File: src/rtl/all_consts.svh
// Register offsets, field positions, reset values for line length config
`ifndef ALL_CONSTS_SVH
`define ALL_CONSTS_SVH
`define ALL_OFS_CHA_LO 8'h20
`define ALL_OFS_CHA_HI 8'h21
`define ALL_OFS_CHB_LO 8'h22
`define ALL_OFS_CHB_HI 8'h23
`define ALL_OFS_MODE 8'h30
`define ALL_OFS_STATUS 8'h31
`define ALL_HI_MSB 3
`define ALL_RST_BYTE 8'h00
`define ALL_RST_LEN 12'h000
`define ALL_CHMODE_TWO 2'h2
`endif

File: src/rtl/all_pkg.sv
// Types for the active line length configuration block
package all_pkg;
   typedef enum logic [1:0] {
      ALL_SINGLE,
      ALL_ODD_EVEN,
      ALL_LEFT_RIGHT,
      ALL_TWO_STREAM
   } all_arr_e;
   typedef struct packed {
      logic [7:0] addr;
      logic [7:0] wdata;
      logic wr;
      logic rd;
   } all_bus_s;
   typedef struct packed {
      logic [11:0] lenA;
      logic [11:0] lenB;
      logic useB;
      logic toOutA;
      logic toOutB;
   } all_len_s;
endpackage : all_pkg

File: src/rtl/all_len_select.sv
// Combines stored bytes and arrangement into the lengths each channel uses
`timescale 1ns/1ps
`include "all_consts.svh"
module all_len_select
   import all_pkg::*;
(
   // Stored fields
   input wire logic [7:0] aLo,
   input wire logic [3:0] aHi,
   input wire logic [7:0] bLo,
   input wire logic [3:0] bHi,
   // Arrangement
   input wire all_pkg::all_arr_e arr,
   input wire logic lvdsSingle,
   input wire logic [1:0] chanMode,
   // Result
   output all_pkg::all_len_s lenOut
);
   always_comb
   begin
      lenOut.lenA = {aHi, aLo};
      lenOut.lenB = 12'h000;
      lenOut.useB = 1'b0;
      lenOut.toOutA = 1'b1;
      lenOut.toOutB = 1'b0;
      unique case (arr)
         ALL_SINGLE:
         begin
            lenOut.lenB = 12'h000;
         end
         ALL_ODD_EVEN:
         begin
            lenOut.lenB = {bHi, bLo};
            lenOut.useB = 1'b1;
            lenOut.toOutB = !lvdsSingle && (chanMode != `ALL_CHMODE_TWO);
         end
         ALL_LEFT_RIGHT:
         begin
            lenOut.lenB = {bHi, bLo};
            lenOut.useB = 1'b1;
            lenOut.toOutB = 1'b1;
         end
         ALL_TWO_STREAM:
         begin
            lenOut.lenB = {bHi, bLo};
            lenOut.useB = 1'b1;
            lenOut.toOutB = 1'b1;
         end
      endcase
   end
endmodule : all_len_select

File: src/rtl/all_line_len_cfg.sv
// Active line length registers with arrangement decode and register port
//
// Strobed register access was chosen for this implementation.
`timescale 1ns/1ps
`include "all_consts.svh"
// Overview of operation
// Each length is 12 bits; high register bits 3:0, bits 7:4 reserved.
// Single input uses channel A length as active line pixels.
// Odd/even: A counts odd pixels; B output only in dual LVDS, mode 00/01. The code also routes B to output B in dual LVDS, mode 11.
// Left/right: A length counts left-half pixels, input A to output A.
// Two-stream: A length is stream A's active pixel count.
// Software programs A length after left trim when trim is nonzero.
// Single input ignores channel B length fields.
// Odd/even: B length counts even pixels received on input B.
// Left/right: B length counts right-half pixels, input B to output B.
// Two-stream: B length is stream B's active pixel count.
// B low register holds bits 7:0, B high register bits 11:8.
// Software programs B length after right trim when trim is nonzero.
// A low register at 0x20 holds bits 7:0 of A length.
// Two-stream only with dual LVDS (bit 0) and channel mode 10.
// Reserved high-register bits ignore writes and read as zero.
module all_line_len_cfg
   import all_pkg::*;
(
   // Clock and reset
   input wire logic ref_clk,
   input wire logic reset,
   // Register port
   input wire logic [7:0] regAddr,
   input wire logic [7:0] regWdata,
   input wire logic regWr,
   input wire logic regRd,
   output logic [7:0] regRdata,
   // Configuration defined elsewhere
   input wire logic dualInput,
   input wire logic leftRightSel,
   input wire logic lvdsSingle,
   input wire logic [1:0] chanMode,
   // Lengths in use
   output logic [11:0] lenA,
   output logic [11:0] lenB,
   output logic lenBUsed,
   output logic routeOutA,
   output logic routeOutB,
   output all_pkg::all_arr_e arrangement
);
   import all_pkg::*;

   all_bus_s bus;
   all_len_s sel;
   all_arr_e arr;
   logic [7:0] aLo_r, aLo_nxt;
   logic [3:0] aHi_r, aHi_nxt;
   logic [7:0] bLo_r, bLo_nxt;
   logic [3:0] bHi_r, bHi_nxt;
   logic [7:0] rdata_r, rdata_nxt;
   logic [11:0] lenA_r, lenA_nxt;
   logic [11:0] lenB_r, lenB_nxt;
   logic useB_r, useB_nxt;
   logic outA_r, outA_nxt;
   logic outB_r, outB_nxt;
   all_arr_e arr_r, arr_nxt;

   function automatic logic hit(input logic [7:0] a, input logic [7:0] ofs);
      hit = (a == ofs);
   endfunction : hit

   assign bus = '{addr: regAddr, wdata: regWdata, wr: regWr, rd: regRd};

   // Crop trimming is left to software: lengths are used exactly as written
   // Arrangement decode
   always_comb
   begin
      if (!dualInput)
      begin
         arr = ALL_SINGLE;
      end
      else if (!lvdsSingle && chanMode == `ALL_CHMODE_TWO)
      begin
         arr = ALL_TWO_STREAM;
      end
      else if (leftRightSel)
      begin
         arr = ALL_LEFT_RIGHT;
      end
      else
      begin
         arr = ALL_ODD_EVEN;
      end
   end

   // Register writes
   always_comb
   begin
      aLo_nxt = aLo_r;
      aHi_nxt = aHi_r;
      bLo_nxt = bLo_r;
      bHi_nxt = bHi_r;
      if (bus.wr)
      begin
         if (hit(bus.addr, `ALL_OFS_CHA_LO))
         begin
            aLo_nxt = bus.wdata;
         end
         if (hit(bus.addr, `ALL_OFS_CHA_HI))
         begin
            aHi_nxt = bus.wdata[`ALL_HI_MSB:0];
         end
         if (hit(bus.addr, `ALL_OFS_CHB_LO))
         begin
            bLo_nxt = bus.wdata;
         end
         if (hit(bus.addr, `ALL_OFS_CHB_HI))
         begin
            bHi_nxt = bus.wdata[`ALL_HI_MSB:0];
         end
      end
   end

   // Read data, valid in the cycle after the strobe only
   always_comb
   begin
      rdata_nxt = `ALL_RST_BYTE;
      if (bus.rd)
      begin
         if (hit(bus.addr, `ALL_OFS_CHA_LO))
         begin
            rdata_nxt = aLo_r;
         end
         else if (hit(bus.addr, `ALL_OFS_CHA_HI))
         begin
            rdata_nxt = {4'h0, aHi_r};
         end
         else if (hit(bus.addr, `ALL_OFS_CHB_LO))
         begin
            rdata_nxt = bLo_r;
         end
         else if (hit(bus.addr, `ALL_OFS_CHB_HI))
         begin
            rdata_nxt = {4'h0, bHi_r};
         end
         else if (hit(bus.addr, `ALL_OFS_MODE))
         begin
            rdata_nxt = {6'h00, arr_r};
         end
         else if (hit(bus.addr, `ALL_OFS_STATUS))
         begin
            rdata_nxt = {5'h00, useB_r, outB_r, outA_r};
         end
      end
   end

   all_len_select u_sel (
      .aLo(aLo_r),
      .aHi(aHi_r),
      .bLo(bLo_r),
      .bHi(bHi_r),
      .arr(arr),
      .lvdsSingle(lvdsSingle),
      .chanMode(chanMode),
      .lenOut(sel)
   );

   always_comb
   begin
      lenA_nxt = sel.lenA;
      lenB_nxt = sel.lenB;
      useB_nxt = sel.useB;
      outA_nxt = sel.toOutA;
      outB_nxt = sel.toOutB;
      arr_nxt = arr;
   end

   always_ff @(posedge ref_clk)
   begin
      if (reset)
      begin
         aLo_r <= `ALL_RST_BYTE;
         aHi_r <= 4'h0;
         bLo_r <= `ALL_RST_BYTE;
         bHi_r <= 4'h0;
         rdata_r <= `ALL_RST_BYTE;
         lenA_r <= `ALL_RST_LEN;
         lenB_r <= `ALL_RST_LEN;
         useB_r <= 1'b0;
         outA_r <= 1'b1;
         outB_r <= 1'b0;
         arr_r <= ALL_SINGLE;
      end
      else
      begin
         aLo_r <= aLo_nxt;
         aHi_r <= aHi_nxt;
         bLo_r <= bLo_nxt;
         bHi_r <= bHi_nxt;
         rdata_r <= rdata_nxt;
         lenA_r <= lenA_nxt;
         lenB_r <= lenB_nxt;
         useB_r <= useB_nxt;
         outA_r <= outA_nxt;
         outB_r <= outB_nxt;
         arr_r <= arr_nxt;
      end
   end

   assign regRdata = rdata_r;
   assign lenA = lenA_r;
   assign lenB = lenB_r;
   assign lenBUsed = useB_r;
   assign routeOutA = outA_r;
   assign routeOutB = outB_r;
   assign arrangement = arr_r;
endmodule : all_line_len_cfg

File: config.mk
export PLATFORM = sky130hd
export DESIGN_NAME = all_line_len_cfg
export DESIGN_NICKNAME = d
export VERILOG_FILES = /design/src/rtl/all_pkg.sv /design/src/rtl/all_len_select.sv /design/src/rtl/all_line_len_cfg.sv
export VERILOG_INCLUDE_DIRS = /design/src /design/src/rtl
export SDC_FILE = /design/constraint.sdc
export NUM_CORES = 1
export LEC_CHECK = 0
export ABC_CLOCK_PERIOD_IN_PS = 1800
export BUFFER_PORTS_ARGS = -buffer_cell sky130_fd_sc_hd__buf_2
export CORE_ASPECT_RATIO = 1.25
export CORE_MARGIN = 5
export CORE_UTILIZATION = 55
export CTS_CLUSTER_DIAMETER = 150
export DETAILED_ROUTE_END_ITERATION = 6
export PLACE_DENSITY = 0.83
export RECOVER_POWER = 100
export SETUP_SLACK_MARGIN = 0.2
export SLEW_MARGIN = 20
export SYNTH_ARGS = -nofsm -noshare
export SYNTH_HDL_FRONTEND = slang
export SYNTH_SLANG_ARGS = --single-unit
export TNS_END_PERCENT = 20
File: constraint.sdc
create_clock -name ref_clk -period 1.8 [get_ports ref_clk]
set_input_delay 0.09 -clock ref_clk [delete_from_list [all_inputs] [get_ports ref_clk]]
set_output_delay 0.09 -clock ref_clk [all_outputs]
set_load 0.03 [all_outputs]
; ---- Yosys cells after proc, flatten, opt, wreduce, memory -nomap -nowiden
; Cells that the tools add are included.
[totals]
regBits = 60
latch_bits = 0
mem_bits_rw = 0
mem_bits_ro = 0
out_inout_bits = 37
n_memories = 0
[op_classes]
n_addsub = 0
n_mul = 0
div_mod_pow = 0
order_cmp = 0
eq_ne = 11
n_shift = 0
mux = 12
bitwise = 1
n_reduce_logical = 11
[ops]
columns = cell, n
row1 = $eq 8x6->1 const B, 6
row2 = $mux 8, 3
row3 = $pmux 12 s2, 1
row4 = $reduce_and 2->1, 4
row5 = $eq 2x2->1 const B, 3
row6 = $mux 2, 3
row7 = $mux 3, 2
row8 = $mux 4, 1
row9 = $reduce_or 2->1, 2
row10 = $reduce_or 3->1, 1
row11 = $eq 2x1->1 const B, 1
row12 = $logic_and 1x1->1, 2
row13 = $logic_not 2->1, 1
row14 = $ne 2x2->1 const B, 1
row15 = $pmux 1 s2, 1
row16 = $logic_not 1->1, 1
row17 = $mux 1, 1
row18 = $not 1->1, 1

; ---- Logic depth before layout (Yosys ltp)
[depth]
ltp_word = 7
ltp_mapped = 5
mapped_depth_nobuf = 3

; ---- Hierarchy
; A second synthesis with hierarchy kept.
[unflattened]
cells_unflattened = 242
area_unflattened_um2 = 2419.8
[modules_own_cells]
columns = module, n_inst, cells_each, area_per_inst_um2, seq_area_each_um2
row1 = all_line_len_cfg, 1, 210, 2207.1, 1221.2
row2 = all_len_select, 1, 32, 212.7, 0.0

; ---- Worst setup path after synthesis
; Ideal clock, no wire load.
[synth_path]
kind = register to register
start = register outB_r, in the netlist routeOutB
end = register rdata_r[1], in the netlist regRdata[1]
arrival_ps = 1119
required_time_ps = 1705
slack_ps = 586
stages_incl_launch_ff = 4
n_path_buf = 0
synth_period_minus_slack_ps = 1214
cell_sequence = dfxtp_1 mux2i_1 or3_1 a221oi_1
[synth_between]
elab_chain_len = 6
[synth_lines]
columns = item, line
row1 = from (decl), all_line_len_cfg.sv:61  ; logic outB_r, outB_nxt;
row2 = from (signal assigned), all_line_len_cfg.sv:201  ; outB_r <= outB_nxt;
row3 = $mux 3, all_line_len_cfg.sv:146  ; else if (hit(bus.addr, `ALL_OFS_STATUS))
row4 = $mux 3, all_line_len_cfg.sv:142  ; else if (hit(bus.addr, `ALL_OFS_MODE))
row5 = $mux 4, all_line_len_cfg.sv:138  ; else if (hit(bus.addr, `ALL_OFS_CHB_HI))
row6 = $mux 8, all_line_len_cfg.sv:134  ; else if (hit(bus.addr, `ALL_OFS_CHB_LO))
row7 = $mux 8, all_line_len_cfg.sv:130  ; else if (hit(bus.addr, `ALL_OFS_CHA_HI))
row8 = $mux 8, all_line_len_cfg.sv:126  ; if (hit(bus.addr, `ALL_OFS_CHA_LO))
row9 = to (signal assigned), all_line_len_cfg.sv:182  ; rdata_r <= `ALL_RST_BYTE;
row10 = to (signal assigned), all_line_len_cfg.sv:196  ; rdata_r <= rdata_nxt;
row11 = to (decl), all_line_len_cfg.sv:56  ; logic [7:0] rdata_r, rdata_nxt;
; Every way passes these cells.
; A chain may end at the register's enable or synchronous reset.

==> reports/qor.txt <==
CP startpoint kind = input pin
Slew margin rel. = 30.05%
Net Sw Frac = 21.06%
PostCTS Resize Cnt = 0
Hold Path Class = in -> reg
XOR/XNOR Fraction of Synth Area = 0%
Final wirelength = 4740 um
Area Growth Syn to Fin = 21.42%
Yosys Warn Count = 0
Psw = 0.5716 mW
Final hold slack = 0.04189 ns
Die area = 5488 um2
TNS Setup = 0 ns
Maximum VDD drop = 0.0006037 V
Fin util = 67.87%
M3 GR Usage = 4.514%
CP Data Required Time = 2.02 ns
Post-synthesis sequential area ratio = 53.27%
Main synth FF type = dfxtp_1
Clk buf depth = 2
Fin cells = 331
Residual DRC = 0
Top delay family on crit path = buffers and inverters
Post-synthesis mux area share = 15.32%
CTS Buf Count = 9
Core area = 4034 um2
Placed insts = 313
Routed vias/inst = 4.885
Detail Route Antenna Nets = 0
Vias = 1,617
Max Cap Violations = 0
Critical path arrival = 1.56 ns
Async SR Flop Fraction = 0%
Clock Tree Root = clkbuf_8
Placed cell area = 2559 um2
Top Ports = 62
Final #Nets = 295
Clk Latency, worst-skew pair = 0.33 ns
EDFF count, synth = 0
Reg clk slew, reported paths = 0.06 ns
Max-slew violations = 0
Layout cell share with drive strength beyond 1 = 16.36%
CP peak stage delay = 0.76 ns
Layout fillers = 345
Diode count = 0
Critical path endpoint category = flop
Yosys cell types = 33
TritonRoute pass-1 iters = 4
Pin count of the biggest net entering global routing = 35
Compound-Gate Fraction of Synth Area = 3.885%
Combinational share of power = 5.0%
Met2 usage = 29.20%
GR Layer Usage met1 = 24.35%
Final min period = 1.345 ns
Clock power share = 45.7%
Pleak = 1.332 nW
Design area = 2738 um2
Clock sinks = 60
Slowest CP cell = clkbuf_1
Post-CTS Hold Fix Bufs = 2
Final hold viol count = 0
Power per cell area = 991.4 nW/um2
Place WS = 0.5517 ns
Adder-cell share of the synthesized area = 0%
Largest family of logic cells by synthesized area = simple AND/OR/NAND/NOR gates
Max Clock Freq = 0.7435 GHz
RSZ-0062 raised after global routing = no
GRT Resource Usage Total = 19.15%
Row count = 26
Initial core utilization = 55.89%
TritonCTS clock tree = built
Gr ovfl total = 0
Routability cong. = 0.8006
GR peak layer = met2
Avg Cell Area, Syn = 10.89 um2
Global-route wire length before repair = 7596 um
Setup slack after layout = 0.4551 ns
Crit path buf inv count = 2
Worst clock skew = 0.004505 ns
Number of global-route vias before repair = 1,611
Die H = 81.59 um
Synth Register Bits = 60
Simple-gate share of the synthesized area = 21.59%
# port buffers = 60
Chip Width = 67.27 um
Antenna violations before repair = 0
Detailed Route Iter0 Violations = 138
Syn nets = 232
Syn Std Cell Area = 2255 um2
Detailed placement HPWL = 3203 um
Routed length per instance = 14.32 um
CP Class = in -> reg
Total Power = 2.714 mW
CP Max Fanout = 34
# Post-CTS Setup Buffers = 0
Mapped Cells = 207
Period Utilization, post-route = 74.72%
Internal Dissipation = 2.142 mW
Sequential Power Share = 49.2%
Setup violators final = 0
Outcome = finished clean
Worst Tran Pin Value = 1.049 ns
CTS H-tree depth = 3
Crit path cell chain = clkbuf_1 -> nand2b_1 -> inv_1 -> and2_0
==> kinds of logic (layout without fill, tap and decap cells) <==
kind of cell	count (synthesis)	after routing
muxes	33	33
and+or+nand+nor	75	75
DFF	60	60
buffers and inverters	26	94
other	1	1
AOI/OAI and AO/OA	12	12
==> state kept, by name, indices dropped and copies added (netlist names) <==
name         count
routeOutB        1
bHi_r            4
arrangement      2
lenB            12
bLo_r            8
lenA            12
regRdata         8
lenBUsed         1
aHi_r            4
aLo_r            8
==> synth_stat cells, types with 2 or more instances <==
cell type / number / area, um2
clkbuf_1: 4 / 15.01
nand2_1: 2 / 7.510
nor3b_1: 2 / 15.01
inv_1: 15 / 56.30
nor2_1: 10 / 37.54
buf_2: 2 / 10.01
mux2_2: 2 / 22.52
nand4b_1: 2 / 17.52
mux2i_1: 30 / 300.3
dfxtp_1: 60 / 1201
buf_6: 3 / 33.78
or3_1: 2 / 12.51
a21oi_1: 3 / 15.01
buf_4: 2 / 15.01
a21o_1: 2 / 15.01
and2_1: 12 / 75.07
a221oi_1: 3 / 26.28
nand2b_1: 36 / 225.2
==> worst min-delay path, stage by stage <==
cell	delay, ns
buf_2	0.10
nand2b_1	0.07
mux2i_1	0.07
==> final timing paths <==
kind,startpoint,end,slack [ns],cells past startpoint
min reg2reg,aLo_r[6]$_SDFFE_PP0P_,lenA[6]$_SDFF_PP0_,0.48,2
max reg2reg,bLo_r[1]$_SDFFE_PP0P_,regRdata[1]$_SDFF_PP0_,0.66,3
max,reset,lenB[11]$_SDFF_PP0_,0.46,4
min,regWdata[7],aLo_r[7]$_SDFFE_PP0P_,0.04,3
==> layout by cell type (no fill, tap or decap), drive strengths merged, types with 3 or more instances in the layout <==
cell,count
a21oi,3
a221oi,3
and2,12
buf,23
clkbuf,51
dfxtp,60
inv,15
mux2i,30
nand2b,36
nand4b,3
nor2,10
==> cell type report <==
class | count | area (um2) | share of cell area, %
Tap cell | 56 | 70.07 | 2.559
Inverter | 15 | 56.30 | 2.057
Sequential cell | 60 | 1201 | 43.88
Clock buffer | 13 | 168.9 | 6.170
Multi-Input combinational cell | 121 | 917.1 | 33.50
Timing Repair Buffer | 63 | 280.3 | 10.24
Clock inverter | 3 | 43.79 | 1.600
==> metal layers <==
layer	vias to the layer above	wire (um)
met5	-	0
met4	0	128
met3	10	257
met2	47	2266
met1	751	2088
li1	809	-
==> power by group through the flow <==
stage,Sequential (mW),Combinational (mW),Clock (mW)
floorplan,1.38,0.0814,0
global placement,1.37,0.130,0
detailed placement,1.37,0.132,0
CTS,1.34,0.137,1.26
global route,1.34,0.148,1.32
finish,1.34,0.137,1.24
(Power assumes the default switching activity.)
